--- src/rtl/tape_read_pkg.sv ---
// Shared constants for the tape read character framing block.
package tape_read_pkg;

  // Clock period in nanoseconds at 100 MHz.
  localparam int CLK_NS = 10;

  // Number of tape channels: six data bits plus parity.
  localparam int NCH = 7;

  // Width of every one-shot down-counter.
  localparam int CNT_W = 11;

  // Deskew delay limits, in nanoseconds as printed.
  localparam int DSK_MIN_NS = 2000;
  localparam int DSK_MAX_NS = 8000;
  localparam int DSK_RST_NS = 5000;

  // Least time rounds up, longest time rounds down.
  localparam logic [CNT_W-1:0] DSK_MIN_CYC = CNT_W'((DSK_MIN_NS + CLK_NS - 1) / CLK_NS);
  localparam logic [CNT_W-1:0] DSK_MAX_CYC = CNT_W'(DSK_MAX_NS / CLK_NS);
  localparam logic [CNT_W-1:0] DSK_RST_CYC = CNT_W'(DSK_RST_NS / CLK_NS);

  // Character detect periods per density, in nanoseconds.
  localparam int CF_A_NS = 12000;
  localparam int CF_B_NS = 5000;
  localparam int CF_C_NS = 3000;

  // Character gate read periods per density, in nanoseconds.
  localparam int CR_A_NS = 17000;
  localparam int CR_B_NS = 6000;
  localparam int CR_C_NS = 4000;

  // Read flop reset pulse after a buffer transfer.
  localparam int CRI_NS = 500;

  localparam logic [CNT_W-1:0] CF_A_CYC = CNT_W'(CF_A_NS / CLK_NS);
  localparam logic [CNT_W-1:0] CF_B_CYC = CNT_W'(CF_B_NS / CLK_NS);
  localparam logic [CNT_W-1:0] CF_C_CYC = CNT_W'(CF_C_NS / CLK_NS);
  localparam logic [CNT_W-1:0] CR_A_CYC = CNT_W'(CR_A_NS / CLK_NS);
  localparam logic [CNT_W-1:0] CR_B_CYC = CNT_W'(CR_B_NS / CLK_NS);
  localparam logic [CNT_W-1:0] CR_C_CYC = CNT_W'(CR_C_NS / CLK_NS);
  localparam logic [CNT_W-1:0] CRI_CYC = CNT_W'(CRI_NS / CLK_NS);

  // Register byte offsets.
  localparam logic [7:0] CTRL_OFS = 8'h00;
  localparam logic [7:0] GAP_OFS = 8'h04;
  localparam logic [7:0] CMD_OFS = 8'h08;
  localparam logic [7:0] TEST_OFS = 8'h0c;
  localparam logic [7:0] STAT_OFS = 8'h10;
  localparam logic [7:0] CHAR_OFS = 8'h14;
  localparam logic [2:0] FWD_BANK = 3'h2;
  localparam logic [2:0] REV_BANK = 3'h3;

  // Control register field positions.
  localparam int C_OP = 0;
  localparam int C_DIR = 1;
  localparam int C_MOT = 2;
  localparam int C_FWD = 3;
  localparam int C_REV = 4;
  localparam int C_TEST = 5;
  localparam int C_BCD = 6;
  localparam int C_DENS = 7;
  localparam logic [8:0] CTRL_RST = 9'h000;

  // Gap register field positions.
  localparam int G_GAP = 0;
  localparam int G_LOAD = 1;
  localparam int G_CHK = 2;
  localparam logic [2:0] GAP_RST = 3'h0;

  // Density selections; code 3 selects no timer.
  typedef enum logic [1:0] {
    DENS_A = 2'b00,
    DENS_B = 2'b01,
    DENS_C = 2'b10,
    DENS_NONE = 2'b11
  } density_t;

endpackage
--- src/rtl/one_shot.sv ---
// Programmable one-shot realised as a down-counter on the system clock.
module one_shot
  import tape_read_pkg::*;
#(
  parameter int W = CNT_W
) (
  input wire logic clk, // System clock.
  input wire logic sys_rst, // Asynchronous reset, active high.
  input wire logic trig, // Start pulse, one cycle.
  input wire logic hold, // Static hold, forces the timer idle.
  input wire logic [W-1:0] load, // Period in clock cycles.
  output logic active // High while the period runs.
);

  logic [W-1:0] count; // Cycles left in the period.

  // A hold beats a trigger, so a held timer never starts.
  always_ff @(posedge clk or posedge sys_rst) begin
    if (sys_rst) begin
      count <= '0;
    end else if (hold) begin
      count <= '0;
    end else if (trig) begin
      count <= load;
    end else if (count != '0) begin
      count <= count - W'(1);
    end
  end

  // The output is a plain decode of the counter flop.
  assign active = (count != '0);

endmodule

--- src/rtl/tape_read_frame.sv ---
// Read-side deskew, first-bit lockout and character clocks of a tape controller.
//
// Summary of operation
// - Reading runs in both read and write checking.
// - Amplifier pulse triggers forward or reverse timer.
// - Timer delay per channel, 2 to 8 us.
// - Reverse or test holds forward timers static.
// - Forward or test holds reverse timers static.
// - Deskewed bit is forward OR reverse output.
// - Bits set hold flops reading, toggle writing.
// - Held char toggles parity, copied to buffer.
// - Buffer translated in BCD, passed in binary.
// - First-bit sense ORs falls, gated by lockout.
// - Lockout sets on sense, blocks later bits.
// - Gap or load point inhibits, except check window.
// - Lockout clears on gate read, write clock, start.
// - Lockout fires density-selected detect clock.
// - Raw detect clock qualified before use.
// - Gate read starts when detect clock ends, reading only.
module tape_read_frame
  import tape_read_pkg::*;
(
  input wire logic clk, // System clock, 100 MHz.
  input wire logic sys_rst, // Asynchronous reset, active high.
  input wire logic [7:0] address, // Avalon byte address.
  input wire logic read, // Avalon read request.
  input wire logic write, // Avalon write request.
  input wire logic [31:0] writedata, // Avalon write data.
  output logic [31:0] readdata, // Avalon read data, registered.
  output logic waitrequest, // Avalon stall, high until answered.
  input wire logic [NCH-1:0] amp_pulse, // Peak-detected amplifier pins.
  output logic [NCH-1:0] host_char, // Translated character, registered.
  output logic host_char_strobe, // One-cycle pulse with a new character.
  output logic char_detect_clock, // Qualified detect clock, registered.
  output logic char_gate_read // Gate read level, registered.
);

  // Control register state.
  logic [8:0] ctrl; // Mode, direction and density bits.
  logic [2:0] gap; // Gap, load point and check window.
  logic [NCH-1:0] test_bits; // Test signals per channel.
  logic motion_start; // Direct start reset, one cycle.
  logic ack; // Bus answer cycle.
  logic [CNT_W-1:0] fwd_delay [NCH]; // Forward deskew periods.
  logic [CNT_W-1:0] rev_delay [NCH]; // Reverse deskew periods.

  // Decoded controls.
  logic tape_op_active; // Operation in progress.
  logic transfer_direction_flag; // High while writing.
  logic tape_motion_active; // Tape is moving.
  logic forward_motion; // Forward direction.
  logic reverse_motion; // Reverse direction.
  logic test_mode; // Test signals drive outputs.
  logic gap_timer_flag; // Crossing an inter-record gap.
  logic check_char_window; // Check character expected.
  density_t density; // Selected density.
  logic reading; // Read operation.
  logic writing; // Write operation with read-back.

  assign tape_op_active = ctrl[C_OP];
  assign transfer_direction_flag = ctrl[C_DIR];
  assign tape_motion_active = ctrl[C_MOT];
  assign forward_motion = ctrl[C_FWD];
  assign reverse_motion = ctrl[C_REV];
  assign test_mode = ctrl[C_TEST];
  assign density = density_t'(ctrl[C_DENS +: 2]);
  assign gap_timer_flag = gap[G_GAP];
  assign check_char_window = gap[G_CHK];
  assign reading = tape_op_active & ~transfer_direction_flag;
  assign writing = tape_op_active & transfer_direction_flag;

  // Bus answer: every request waits exactly one cycle.
  always_ff @(posedge clk or posedge sys_rst) begin
    if (sys_rst) begin
      ack <= 1'b0;
    end else begin
      ack <= (read | write) & ~ack;
    end
  end

  assign waitrequest = (read | write) & ~ack;

  // Writes land only on the edge that sees waitrequest low.
  logic wr_take; // Write accepted this edge.
  logic [2:0] bank; // Deskew bank select.
  logic [2:0] chan; // Deskew channel select.
  logic [CNT_W-1:0] wr_delay; // Clamped delay value.

  assign wr_take = write & ack;
  assign bank = address[7:5];
  assign chan = address[4:2];

  // Software values outside the calibration range are clamped.
  always_comb begin
    wr_delay = writedata[CNT_W-1:0];
    if (wr_delay < DSK_MIN_CYC) begin
      wr_delay = DSK_MIN_CYC;
    end else if (wr_delay > DSK_MAX_CYC) begin
      wr_delay = DSK_MAX_CYC;
    end
  end

  // Control, gap and test registers.
  always_ff @(posedge clk or posedge sys_rst) begin
    if (sys_rst) begin
      ctrl <= CTRL_RST;
      gap <= GAP_RST;
      test_bits <= '0;
    end else if (wr_take) begin
      if (address == CTRL_OFS) begin
        ctrl <= writedata[8:0];
      end
      if (address == GAP_OFS) begin
        gap <= writedata[2:0];
      end
      if (address == TEST_OFS) begin
        test_bits <= writedata[NCH-1:0];
      end
    end
  end

  // Motion start is a self-clearing command bit.
  always_ff @(posedge clk or posedge sys_rst) begin
    if (sys_rst) begin
      motion_start <= 1'b0;
    end else begin
      motion_start <= wr_take & (address == CMD_OFS) & writedata[0];
    end
  end

  // Per-channel synchronisers, timers and deskew delay registers.
  logic [NCH-1:0] fwd_out; // Forward timer outputs.
  logic [NCH-1:0] rev_out; // Reverse timer outputs.
  logic [NCH-1:0] deskewed_bit; // Combined channel output.
  logic [NCH-1:0] deskewed_q; // Previous deskewed value.
  logic [NCH-1:0] bit_fall; // Falling edge per channel.
  logic hold_fwd; // Forward timers held static.
  logic hold_rev; // Reverse timers held static.

  assign hold_fwd = tape_motion_active & (reverse_motion | test_mode);
  assign hold_rev = tape_motion_active & (forward_motion | test_mode);

  genvar i;
  generate
    for (i = 0; i < NCH; i++) begin : g_ch
      logic s1; // First stage, read only by s2.
      logic s2; // Second stage.
      logic s3; // Third stage.
      logic filt; // Accepted pin level.
      logic trig; // Fall of the accepted level.

      // The pin passes three flops; a change counts when s2 and s3 agree.
      always_ff @(posedge clk or posedge sys_rst) begin
        if (sys_rst) begin
          s1 <= 1'b0;
          s2 <= 1'b0;
          s3 <= 1'b0;
          filt <= 1'b0;
        end else begin
          s1 <= amp_pulse[i];
          s2 <= s1;
          s3 <= s2;
          if (s2 == s3) begin
            filt <= s3;
          end
        end
      end

      // The amplifier marks a peak by the fall of its output.
      // The fall counts only once both late stages agree, and for one cycle only.
      assign trig = filt & ~s2 & ~s3;

      // Deskew periods reset mid-range and stay in range.
      always_ff @(posedge clk or posedge sys_rst) begin
        if (sys_rst) begin
          fwd_delay[i] <= DSK_RST_CYC;
          rev_delay[i] <= DSK_RST_CYC;
        end else if (wr_take && chan == 3'(i)) begin
          if (bank == FWD_BANK) begin
            fwd_delay[i] <= wr_delay;
          end
          if (bank == REV_BANK) begin
            rev_delay[i] <= wr_delay;
          end
        end
      end

      // The held timer of the unused direction cannot fire.
      one_shot u_fwd (
        .clk(clk),
        .sys_rst(sys_rst),
        .trig(trig),
        .hold(hold_fwd),
        .load(fwd_delay[i]),
        .active(fwd_out[i])
      );

      one_shot u_rev (
        .clk(clk),
        .sys_rst(sys_rst),
        .trig(trig),
        .hold(hold_rev),
        .load(rev_delay[i]),
        .active(rev_out[i])
      );

      // Test signals are wired into the same OR as the timers.
      assign deskewed_bit[i] = fwd_out[i] | rev_out[i] | (test_mode & test_bits[i]);
    end
  endgenerate

  // Deskewed bits are on this clock, so edges need no synchroniser.
  always_ff @(posedge clk or posedge sys_rst) begin
    if (sys_rst) begin
      deskewed_q <= '0;
    end else begin
      deskewed_q <= deskewed_bit;
    end
  end

  assign bit_fall = deskewed_q & ~deskewed_bit;

  // First-bit sense and its lockout flop.
  logic lockout; // First-bit lockout flop.
  logic first_bit_sense; // Any fall while unlocked.
  logic sense_allow; // Gap and load point qualification.
  logic lock_set; // Lockout sets this edge.
  logic lock_clr; // Lockout clears this edge.
  logic cf_prev; // Detect clock one cycle ago.

  assign first_bit_sense = (|bit_fall) & ~lockout;
  // Both read and write checking use the same gate.
  assign sense_allow = (tape_op_active & ~gap_timer_flag & ~gap[G_LOAD])
                     | check_char_window;
  assign lock_set = first_bit_sense & sense_allow;
  // While writing, the lockout clears at the end of the detect period, not at its
  // start, so that late bits of the same character cannot start a second period.
  assign lock_clr = char_gate_read | (cf_prev & ~char_detect_clock & writing);

  // Start reset dominates; otherwise a set beats a clear in the same cycle.
  always_ff @(posedge clk or posedge sys_rst) begin
    if (sys_rst) begin
      lockout <= 1'b0;
    end else if (motion_start) begin
      lockout <= 1'b0;
    end else if (lock_set) begin
      lockout <= 1'b1;
    end else if (lock_clr) begin
      lockout <= 1'b0;
    end
  end

  // Density-selected periods; detect and gate read each run their own counter.
  logic [CNT_W-1:0] cf_load; // Detect period.
  logic [CNT_W-1:0] cr_load; // Gate read period.
  logic dens_ok; // A real density is chosen.

  always_comb begin
    cf_load = '0;
    cr_load = '0;
    dens_ok = 1'b1;
    unique case (density)
      DENS_A: begin
        cf_load = CF_A_CYC;
        cr_load = CR_A_CYC;
      end
      DENS_B: begin
        cf_load = CF_B_CYC;
        cr_load = CR_B_CYC;
      end
      DENS_C: begin
        cf_load = CF_C_CYC;
        cr_load = CR_C_CYC;
      end
      DENS_NONE: begin
        dens_ok = 1'b0;
      end
    endcase
  end

  // Raw detect clock from the selected timer.
  logic cf_raw; // Unqualified detect clock.
  logic dens_stable; // Density unchanged since last cycle.
  density_t density_q; // Density one cycle ago.

  one_shot u_cf (
    .clk(clk),
    .sys_rst(sys_rst),
    .trig(lock_set & dens_ok),
    .hold(motion_start),
    .load(cf_load),
    .active(cf_raw)
  );

  // A switch of density masks the clock so no false pulse escapes.
  always_ff @(posedge clk or posedge sys_rst) begin
    if (sys_rst) begin
      density_q <= DENS_NONE;
      char_detect_clock <= 1'b0;
    end else begin
      density_q <= density;
      char_detect_clock <= cf_raw & dens_stable;
    end
  end

  assign dens_stable = (density == density_q);

  // Gate read starts when the qualified detect clock times out during a read operation.
  logic cf_fall; // Detect clock just ended.
  logic cr_raw; // Unqualified gate read.

  always_ff @(posedge clk or posedge sys_rst) begin
    if (sys_rst) begin
      cf_prev <= 1'b0;
    end else begin
      cf_prev <= char_detect_clock;
    end
  end

  assign cf_fall = cf_prev & ~char_detect_clock & reading;

  one_shot u_cr (
    .clk(clk),
    .sys_rst(sys_rst),
    .trig(cf_fall),
    .hold(motion_start),
    .load(cr_load),
    .active(cr_raw)
  );

  // The start reset also masks the gate.
  always_ff @(posedge clk or posedge sys_rst) begin
    if (sys_rst) begin
      char_gate_read <= 1'b0;
    end else begin
      char_gate_read <= cr_raw & ~motion_start;
    end
  end

  // Transfer pulse at the start of gate read, and the flop reset after it.
  logic gate_prev; // Gate read one cycle ago.
  logic xfer; // Buffer transfer pulse.
  logic cri_active; // Read flop reset window.

  always_ff @(posedge clk or posedge sys_rst) begin
    if (sys_rst) begin
      gate_prev <= 1'b0;
    end else begin
      gate_prev <= char_gate_read;
    end
  end

  assign xfer = char_gate_read & ~gate_prev & reading;

  one_shot u_cri (
    .clk(clk),
    .sys_rst(sys_rst),
    .trig(xfer),
    .hold(motion_start),
    .load(CRI_CYC),
    .active(cri_active)
  );

  // Read hold flops: set when reading, toggle when checking a write.
  logic [NCH-1:0] read_hold_flop; // Character being assembled.

  always_ff @(posedge clk or posedge sys_rst) begin
    if (sys_rst) begin
      read_hold_flop <= '0;
    end else begin
      for (int c = 0; c < NCH; c++) begin
        if (motion_start) begin
          read_hold_flop[c] <= 1'b0;
        end else if (bit_fall[c] && sense_allow) begin
          // A bit beats the reset window for one cycle; the window clears it again while it runs.
          read_hold_flop[c] <= writing ? ~read_hold_flop[c] : 1'b1;
        end else if (cri_active) begin
          read_hold_flop[c] <= 1'b0;
        end
      end
    end
  end

  // Buffer and longitudinal parity registers take the held character.
  logic [NCH-1:0] buffer_register_bit; // One extra character.
  logic [NCH-1:0] write_data_register_bit; // Parity accumulator.

  always_ff @(posedge clk or posedge sys_rst) begin
    if (sys_rst) begin
      buffer_register_bit <= '0;
      write_data_register_bit <= '0;
    end else if (motion_start) begin
      buffer_register_bit <= '0;
      write_data_register_bit <= '0;
    end else if (xfer) begin
      buffer_register_bit <= read_hold_flop;
      write_data_register_bit <= write_data_register_bit ^ read_hold_flop;
    end
  end

  // Interchange code writes zero as 001010 and blank as 000000;
  // the internal code swaps them. Parity passes through.
  function automatic logic [NCH-1:0] translate(input logic [NCH-1:0] v, input logic bcd);
    logic [NCH-1:0] r;
    r = v;
    if (bcd && v[5:0] == 6'h0a) begin
      r[5:0] = 6'h00;
    end else if (bcd && v[5:0] == 6'h00) begin
      r[5:0] = 6'h0a;
    end
    return r;
  endfunction

  // The translated character follows the buffer load by one cycle.
  logic [NCH-1:0] translated_bit; // Translation output.
  logic xfer_q; // Transfer one cycle ago.

  assign translated_bit = translate(buffer_register_bit, ctrl[C_BCD]);

  always_ff @(posedge clk or posedge sys_rst) begin
    if (sys_rst) begin
      xfer_q <= 1'b0;
      host_char <= '0;
      host_char_strobe <= 1'b0;
    end else begin
      xfer_q <= xfer;
      host_char_strobe <= xfer_q;
      if (xfer_q) begin
        host_char <= translated_bit;
      end
    end
  end

  // Read data mux; unmapped addresses read as zero.
  always_ff @(posedge clk or posedge sys_rst) begin
    if (sys_rst) begin
      readdata <= '0;
    end else if (read & ~ack) begin
      readdata <= '0;
      if (address == CTRL_OFS) begin
        readdata[8:0] <= ctrl;
      end else if (address == GAP_OFS) begin
        readdata[2:0] <= gap;
      end else if (address == TEST_OFS) begin
        readdata[NCH-1:0] <= test_bits;
      end else if (address == STAT_OFS) begin
        readdata <= {5'h00, char_gate_read, char_detect_clock, lockout,
                     1'b0, write_data_register_bit, 1'b0, buffer_register_bit,
                     1'b0, read_hold_flop};
      end else if (address == CHAR_OFS) begin
        readdata[NCH-1:0] <= host_char;
      end else if (bank == FWD_BANK && chan < 3'(NCH)) begin
        readdata[CNT_W-1:0] <= fwd_delay[chan];
      end else if (bank == REV_BANK && chan < 3'(NCH)) begin
        readdata[CNT_W-1:0] <= rev_delay[chan];
      end
    end
  end

  // Checks on the framing logic.
  property p_fwd_held;
    @(posedge clk) disable iff (sys_rst) hold_fwd |=> fwd_out == '0;
  endproperty
  a_fwd_held: assert property (p_fwd_held) else $error("forward timer ran while held");

  property p_rev_held;
    @(posedge clk) disable iff (sys_rst) hold_rev |=> rev_out == '0;
  endproperty
  a_rev_held: assert property (p_rev_held) else $error("reverse timer ran while held");

  // A hold seen on the previous edge has already emptied the forward timers.
  property p_or_bits;
    @(posedge clk) disable iff (sys_rst)
      (hold_fwd && $past(hold_fwd) && !test_mode) |-> deskewed_bit == rev_out;
  endproperty
  a_or_bits: assert property (p_or_bits) else $error("deskewed bit not reverse output");

  property p_range;
    @(posedge clk) disable iff (sys_rst)
      (fwd_delay[0] >= DSK_MIN_CYC) && (fwd_delay[0] <= DSK_MAX_CYC) &&
      (rev_delay[0] >= DSK_MIN_CYC) && (rev_delay[0] <= DSK_MAX_CYC);
  endproperty
  a_range: assert property (p_range) else $error("deskew delay out of range");

  // A bit that falls while locked out must not start a new detect period.
  property p_sense_gate;
    @(posedge clk) disable iff (sys_rst) (lockout && |bit_fall) |=> !$rose(cf_raw);
  endproperty
  a_sense_gate: assert property (p_sense_gate) else $error("restart while locked");

  property p_lock_set;
    @(posedge clk) disable iff (sys_rst)
      (|bit_fall && !lockout && sense_allow && !motion_start) |=> lockout;
  endproperty
  a_lock_set: assert property (p_lock_set) else $error("lockout did not set");

  property p_gap_block;
    @(posedge clk) disable iff (sys_rst) (!lockout && !sense_allow) |=> !lockout;
  endproperty
  a_gap_block: assert property (p_gap_block) else $error("lockout set across gap");

  property p_start_clr;
    @(posedge clk) disable iff (sys_rst) motion_start |=> !lockout && !char_gate_read;
  endproperty
  a_start_clr: assert property (p_start_clr) else $error("start reset ignored");

  property p_cf_fire;
    @(posedge clk) disable iff (sys_rst)
      (lock_set && dens_ok && !motion_start) ##1 dens_stable |=> char_detect_clock;
  endproperty
  a_cf_fire: assert property (p_cf_fire) else $error("detect clock not fired");

  property p_buffer;
    @(posedge clk) disable iff (sys_rst)
      (xfer && !motion_start) |=> buffer_register_bit == $past(read_hold_flop) ##1 host_char_strobe;
  endproperty
  a_buffer: assert property (p_buffer) else $error("buffer transfer wrong");

endmodule

--- config.mk ---
export PLATFORM = sky130hd
export DESIGN_NAME = tape_read_frame
export DESIGN_NICKNAME = d
export VERILOG_FILES = /design/src/rtl/tape_read_pkg.sv /design/src/rtl/one_shot.sv /design/src/rtl/tape_read_frame.sv
export SDC_FILE = /design/constraint.sdc
export NUM_CORES = 1
export LEC_CHECK = 0
export ABC_AREA = 1
export ABC_CLOCK_PERIOD_IN_PS = 8100
export CORE_UTILIZATION = 59
export CTS_BUF_LIST = sky130_fd_sc_hd__clkbuf_16
export DETAILED_ROUTE_END_ITERATION = 12
export DONT_BUFFER_PORTS = 1
export GPL_TIMING_DRIVEN = 0
export PLACE_DENSITY = 0.78
export SETUP_SLACK_MARGIN = 0.02
export SLEW_MARGIN = 20
export SYNTH_ARGS = -nofsm -noshare
export SYNTH_HDL_FRONTEND = slang
export SYNTH_HIERARCHICAL = 1
export SYNTH_SLANG_ARGS = --single-unit
--- constraint.sdc ---
create_clock -name clk -period 8.1 [get_ports clk]
set_input_delay 0.405 -clock clk [delete_from_list [all_inputs] [get_ports clk]]
set_output_delay 0.405 -clock clk [all_outputs]
set_load 0.05 [all_outputs]
==> results of run 1 <==
[per-layer routing]
layer,routed length (um),global-route usage,up-vias
li1,-,-,10800
met1,30600,0.445,11100
met2,35000,0.533,993
met3,5880,0.0640,209
met4,3340,0.155,2
met5,10,0,-
[area by class of cell]
cell class | instances | area (um^2)
clock buffer | 51 | 1280
tap | 592 | 741
multi-input combinational | 2444 | 13100
fill | 3659 | 14900
antenna | 1 | 2.50
timing repair buffer | 18 | 243
sequential | 459 | 11600
clock inverter | 40 | 509
inverter | 295 | 1140
buffer | 102 | 602
[synth_stat cells, types with 31 or more instances]
master,count,share of area
o21bai_1,35,0.010
nor2_1,446,0.064
nand4_1,72,0.017
dfrtp_1,373,0.35
nor2_4,32,0.014
dfstp_2,86,0.086
or2_2,76,0.018
clkbuf_1,31,0.0044
nor2_2,106,0.025
nand2_2,40,0.0095
o21ai_0,202,0.038
nand3_1,189,0.036
inv_1,255,0.036
inv_2,38,0.0054
nand2_1,821,0.12
a21oi_1,74,0.014
o22ai_1,43,0.010
buf_4,34,0.0097
o21ai_2,34,0.011
[report_power, final]
group	internal, W	switching (W)
combinational	0.000884	0.00141
clock	0.00150	0.000990
sequential	0.00280	0.000644
[worst reg2reg max path: stages (launching register included)]
cell and delay [ns]:
dfrtp_1 0.42, inv_1 0.13, ha_1 0.29, nand2_4 0.11, nor2_8 0.17, nand2_2 0.10, nor2_1 0.43, nand2_1 0.14
nor2_1 0.16, nor3_1 0.10, nand2_1 0.09, nand3_1 0.11, nor2_1 0.43, inv_1 0.12, buf_4 0.19, or2_2 0.27
nand3_1 0.10, nor2_1 0.06
[how the worst max path moves through the flow]
stage | slack, ns | to | cells past startpoint | startpoint
floorplan | 0.34 | ack | 1 | sys_rst
global placement | -2.51 | g_ch[2].s1 | 1 | sys_rst
detailed placement | 4.67 | u_cf/count[10] | 17 | g_ch[6].u_fwd/count[0]
CTS | 4.66 | u_cf/count[10] | 17 | g_ch[6].u_fwd/count[0]
global route | 4.49 | u_cf/count[10] | 17 | g_ch[6].u_rev/count[0]
finish | 4.59 | u_cf/count[10] | 17 | g_ch[6].u_fwd/count[0]
[sequential cells by signal, summed over array words and instances (netlist names), 9 cells and up]
name and flops:
u_cf/count 11, u_cri/count 11, g_ch.u_rev/count 77, u_cr/count 11, fwd_delay 77, ctrl 9, g_ch.u_fwd/count 77, rev_delay 77
readdata 25
[kinds of logic after synthesis]
group	after synthesis
buf+inv	397
fa+ha+maj	29
flops	459
mux	1
other cells	2
compound gates	477
simple gates	1897
xor+xnor	17
[timing repair]
| item | in CTS | in global routing |
|---|---|---|
| endpoints found under the hold margin | 280 | 0 |
| endpoints found under the setup margin | 0 | 0 |
| hold buffers | 15 | 0 |
| buffers inserted | 0 | 0 |
[through the flow]
step / setup TNS [ns] / total power, W / instance area (um^2) / std cells / hold slack (ns)
2_1_floorplan: 0 / 0.00519 / 26400 / 3300 / 0.257
3_3_place_gp: -457.46 / 0.00559 / 27100 / 3892 / 0.313
3_5_place_dp: 0 / 0.00571 / 27200 / 3895 / 0.312
4_1_cts: 0 / 0.00824 / 29200 / 4001 / 0.00125
5_1_grt: 0 / 0.00870 / 29200 / 4001 / 0.0409
6_report: 0 / 0.00824 / 29200 / 4002 / 0.0256
==> flow_metrics.py, run 1 <==
metrics = {
    "status": {
        "status": "finished, violations left",
        "violations": "DRC",
    },
    "yosys": {
        "ys_async_sr_fraction": 1.00,
        "ys_types": 50,
        "synth_top_family_by_area": "simple AND/OR/NAND/NOR gates",
        "synthMuxAreaShare": 0.000428,
        "ys_seq_area_frac": 0.441,
        "yosys.area_share.simple": 0.362,
        "syn-cell-area_um2": 26300,
        "avgSynthCellArea_um2": 8.02,
        "synth-edff-count": 0,
        "synth-xor-area-share": 0.00566,
        "synthAdderAreaFrac": 0.0131,
        "synth_compound_area_frac": 0.111,
        "ys.flop_type": "dfrtp_1",
        "synth_seq_cells": 459,
        "synthCells": 3279,
        "yosys_warnings": 6,
    },
    "routing": {
        "drtIter0Drc": 2580,
        "avgRoutedWirePerCell_um": 18.7,
        "drt_pass1_iterations": 10,
        "routed_wl_um": 74900,
        "num_vias": 23100,
        "route.detailed.drc": 2,
        "via_per_inst": 5.76,
        "postRouteAntennaNets": 0,
    },
    "critical_path": {
        "path_class": "reg -> reg",
        "reg2reg_slack_ns": 4.59,
        "path_cells": "inv_1 > ha_1 > nand2_4 > nor2_8 > nand2_2 > nor2_1 > nand2_1 > nor2_1 > nor3_1 > nand2_1 > nand3_1 > nor2_1 > inv_1 > buf_4 > or2_2 > nand3_1 > nor2_1",
        "critPathLaunchType": "flip-flop",
        "crit_arrival_ns": 4.00,
        "cpMostUsedCell": "nor2_1",
        "endpoint_kind": "flip-flop",
        "critPathBufInv": 3,
        "r2r_cells": 17,
        "critPathTopFamily": "simple AND/OR/NAND/NOR gates",
        "r2r-start": "g_ch[6].u_fwd/count[0]",
        "crit_slowest_cell": "nor2_1",
        "cp_max_fo": 10,
        "r2r_end": "u_cf/count[10]",
        "cp.required_ns": 8.59,
        "slowest_delay_ns": 0.43,
    },
    "hold_path": {
        "holdCritStartpoint": "writedata[2]",
        "holdPathStages": 2,
        "whs_endpoint": "ctrl[2]",
        "hp-class": "in -> reg",
    },
    "timing": {
        "worst_slew_pin_slew_ns": 1.05,
        "finalHoldViolations": 0,
        "slew_violations": 0,
        "max_freq_mhz": 285,
        "period_needed_ns": 3.51,
        "finalSetupViolCount": 0,
        "finalCritPeriodShare": 0.434,
        "rsz0062_at_grt": "false",
        "setup_slack_ns": 4.59,
        "relSlewSlack": 0.300,
        "worst_clock_skew_ns": 0.0317,
    },
    "die": {
        "io_pins": 94,
        "initial_core_util": 0.596,
        "coreArea_um2": 44100,
        "die_y_um": 213,
        "die-area_um2": 45400,
        "fp.dieW_um": 213,
        "rows": 77,
    },
    "clock_network": {
        "clk_latency_ns": 0.61,
        "post_cts_resized": 0,
        "path_clk_slew_ns": 0.06,
        "cts_max_level": 2,
        "cts_buffers": 50,
        "cts-root-buf": "clkbuf_16",
        "cts_buffer_depth": 3,
        "cts_tree": "built",
        "cts_sinks": 459,
    },
    "finish": {
        "layout-drive-gt1-share": 0.206,
        "final_util": 0.662,
        "final_nets": 3443,
        "final_common_cell": "nand2_1",
        "layout_common_cells": "821 x nand2_1, 444 x nor2_1, 373 x dfrtp_1",
        "area_growth_pct": 11.1,
    },
    "place": {
        "post-place-ws_ns": 4.67,
        "hpwl_um": 54900,
        "gp_congestion": 0.986,
        "port_buffers": 0,
    },
    "pwr": {
        "ir_drop_mv": 0.198,
        "power_leakage_nw": 14.1,
        "powerDensity_nw_per_um2": 282,
    },
    "global_route": {
        "grt-ovfl-total": 0,
        "grt_pass1_wl_um": 118000,
        "grt_max_degree": 100,
        "track_usage": 0.335,
        "antenna_found_initial": 2,
        "grt_pass1_vias": 21900,
    },
    "flow_run": {
        "timing.max_cap.violations": 0,
    },
}
No activity file was read; power rests on OpenSTA's default activity.
==> inputs of run 2 (changes only) <==
--- a/config.mk
+++ b/config.mk
@@ -5,14 +5,14 @@
 export SDC_FILE = /design/constraint.sdc
 export NUM_CORES = 1
 export LEC_CHECK = 0
-export ABC_AREA = 1
-export ABC_CLOCK_PERIOD_IN_PS = 8100
-export CORE_UTILIZATION = 59
+export ABC_AREA = 0
+export ABC_CLOCK_PERIOD_IN_PS = 3300
+export CORE_UTILIZATION = 64
 export CTS_BUF_LIST = sky130_fd_sc_hd__clkbuf_16
 export DETAILED_ROUTE_END_ITERATION = 12
 export DONT_BUFFER_PORTS = 1
 export GPL_TIMING_DRIVEN = 0
-export PLACE_DENSITY = 0.78
+export PLACE_DENSITY = 0.8
 export SETUP_SLACK_MARGIN = 0.02
 export SLEW_MARGIN = 20
 export SYNTH_ARGS = -nofsm -noshare
==> constraint.sdc (replaced) <==
create_clock -name clk -period 3.3 [get_ports clk]
set_input_delay 0.165 -clock clk [delete_from_list [all_inputs] [get_ports clk]]
set_output_delay 0.165 -clock clk [all_outputs]
set_load 0.05 [all_outputs]
==> run 2 against run 1 <==
The run still ends with DRC left. Highest routed layer unchanged. Via count is 16% lower. Clock skew is 0.015 ns lower. Die area down 18%. Flip-flop and latch count unchanged. Hold slack worse by 0.0047 ns. Clock-buffer cell count fell by 2. Global-route usage grew 4.8 points. Wire length down 5.8%.
==> flow_metrics.py, run 2 <==
metrics = {
    "global_route": {
        "track_usage": 0.383,
        "antenna_found_initial": 3,
        "grt_pass1_wl_um": 111000,
        "grt_max_degree": 37,
        "grt_pass1_vias": 19400,
        "grt-ovfl-total": 0,
    },
    "die": {
        "die_y_um": 193,
        "die-area_um2": 37400,
        "io_pins": 94,
        "fp.dieW_um": 193,
        "initial_core_util": 0.655,
        "coreArea_um2": 35800,
        "rows": 69,
    },
    "timing": {
        "period_needed_ns": 3.23,
        "worst_clock_skew_ns": 0.0162,
        "relSlewSlack": 0.353,
        "finalHoldViolations": 0,
        "slew_violations": 0,
        "worst_slew_pin_slew_ns": 0.970,
        "max_freq_mhz": 309,
        "setup_slack_ns": 0.0653,
        "finalSetupViolCount": 0,
        "finalCritPeriodShare": 0.980,
        "setup_tns_ns": 0,
    },
    "critical_path": {
        "crit_slowest_cell": "a311o_1",
        "critPathBufInv": 3,
        "path_cells": "inv_1 > ha_2 > nor3b_4 > nand4b_1 > buf_4 > a211o_1 > or2_2 > and3_1 > a311o_1 > nor2_4 > buf_6 > nor3_1 > a221o_1",
        "crit_arrival_ns": 3.70,
        "cp.required_ns": 3.77,
        "path_class": "reg -> reg",
        "critPathTopFamily": "compound AO/OA/AOI/OAI gates",
        "slowest_delay_ns": 0.42,
        "cp_max_fo": 4,
        "critPathLaunchType": "flip-flop",
        "endpoint_kind": "flip-flop",
    },
    "pwr": {
        "power_leakage_nw": 11.6,
        "powerDensity_nw_per_um2": 717,
        "ir_drop_mv": 0.670,
        "totalPowerFinal_w": 0.0193,
    },
    "yosys": {
        "ys_seq_area_frac": 0.494,
        "syn-cell-area_um2": 23500,
        "avgSynthCellArea_um2": 10.2,
        "synth_common_cells": "373 x dfrtp_1, 252 x nand2_1, 157 x nor2_1",
        "yosysTopAreaCell": "dfrtp_1",
        "ys.flop_type": "dfrtp_1",
        "synthTopCellsByArea": "dfrtp_1 40%, dfstp_2 9.6%, nand2_1 4.0%",
        "yosys.cell_count.top_type": "dfrtp_1",
        "synthCells": 2297,
        "ys_types": 70,
        "ys_async_sr_fraction": 1.00,
        "synth_top_area_frac": 0.398,
        "synth-edff-count": 0,
        "synth_seq_cells": 459,
        "yosys_warnings": 6,
    },
    "routing": {
        "avgRoutedWirePerCell_um": 23.9,
        "num_vias": 19400,
        "via_per_inst": 6.57,
        "postRouteAntennaNets": 0,
        "routed_wl_um": 70500,
        "route.detailed.drc": 2,
        "drt_pass1_iterations": 10,
        "drtIter0Drc": 1908,
    },
    "finish": {
        "final_nets": 2518,
        "layout-drive-gt1-share": 0.172,
        "layoutNonFillerInstCount": 2946,
        "area_growth_pct": 14.8,
        "layout_common_cells": "373 x dfrtp_1, 252 x nand2_1, 156 x nor2_1",
        "final_common_cell": "dfrtp_1",
        "fillers": 2367,
    },
    "clock_network": {
        "cts_buffers": 48,
        "cts_buffer_depth": 3,
        "cts-root-buf": "clkbuf_16",
        "cts_sinks": 459,
        "clk_latency_ns": 0.60,
        "cts_max_level": 2,
        "path_clk_slew_ns": 0.06,
        "cts_tree": "built",
    },
    "place": {
        "gp_congestion": 0.999,
        "post-place-ws_ns": -0.871,
        "placed_cells": 2793,
        "port_buffers": 0,
        "hpwl_um": 49600,
    },
    "hold_path": {
        "hp-class": "in -> reg",
    },
    "status": {
        "status": "finished, violations left",
        "violations": "DRC",
    },
    "flow_run": {
        "timing.max_cap.violations": 0,
    },
}
==> run 2: cell types whose count changed in the layout (fill, tap and decap cells not counted), moves of 71 or more <==
cell      delta
nand2_1    -569
nor2_1     -288
inv_1      -162
nand3_1    -148
nor2_2     -106
nand2b_1    +76
or2_2       -71
==> run 2: through the flow <==
stage / hold slack, ns / instance area, um^2 / util
floorplan: 0.0174 / 23600 / -
global placement: 0.0694 / 24100 / 0.674
detailed placement: 0.0733 / 24400 / 0.682
CTS: 0.00570 / 26800 / 0.747
global route: 0.0405 / 26900 / 0.752
finish: 0.0208 / 26900 / 0.752
==> run 2: final timing paths <==
path | from | to | slack [ns] | cells past startpoint
worst max-delay path | g_ch[4].u_fwd/count[0] | u_cf/count[1] | 0.07 | 13
worst min-delay path | address[4] | readdata[25] | 0.02 | 3
worst max register to register | g_ch[4].u_fwd/count[0] | u_cf/count[1] | 0.07 | 13
worst min register to register | g_ch[6].s1 | g_ch[6].s2 | 0.35 | 0
max in group asynchronous | sys_rst | rev_delay[59] | 1.68 | 7
min in group asynchronous | sys_rst | u_cri/count[1] | 0.28 | 3
==> run 2: logic make-up after synthesis <==
| group | Yosys count | synth area share |
|---|---|---|
| adders and majority gates | 31 | 0.0156 |
| xor gates and xnor gates | 111 | 0.0415 |
| muxes | 101 | 0.0571 |
| DFF | 459 | 0.494 |
| other | 2 | 0.000320 |
| and+or+nand+nor | 843 | 0.188 |
| buffers and inverters | 209 | 0.0369 |
| AOI/OAI and AO/OA | 541 | 0.166 |
==> run 2: per-layer routing <==
layer	up-vias	part of all wire	track usage
met4	2	0.055	0.182
met2	914	0.46	0.595
met5	-	0.00024	0
met3	248	0.092	0.104
met1	9624	0.40	0.502
li1	8575	-	-
==> run 2: cell type report <==
cell class | count | area, um^2 | share of cell area
flip-flops and latches | 459 | 11600 | 0.430
multi-input cells | 1650 | 11400 | 0.422
clock buffers | 49 | 1230 | 0.0455
repair buffers | 77 | 805 | 0.0299
well taps | 461 | 577 | 0.0214
plain buffers | 118 | 534 | 0.0198
clock inverters | 39 | 474 | 0.0176
inverters | 91 | 345 | 0.0128
diodes | 2 | 5.00 | 0.000186
==> run 2: worst register-to-register path: cells and delay by family, from the launching register on <==
kind	cells	cell delay (ns)
AO/OA/AOI/OAI	3	1.06
AND/OR/NAND/NOR	6	1.04
buffers and inverters	3	0.41
flip-flops	1	0.40
adder cells (fa/ha/maj)	1	0.19
==> run 2: where the power goes <==
| part | internal (W) | switching, W | leakage [nW] |
|---|---|---|---|
| clock network | 0.00356 | 0.00233 | 0.858 |
| registers | 0.00690 | 0.00145 | 5.62 |
| logic | 0.00255 | 0.00254 | 5.13 |
| total | 0.0130 | 0.00631 | 11.6 |
==> run 2: what timing repair did <==
item                       CTS  global route
buffers inserted            28            11
pin swaps                   15             8
hold endpoints to repair   317             0
gates resized for setup     32            20
hold buffers                24             0
setup endpoints to repair   11            11
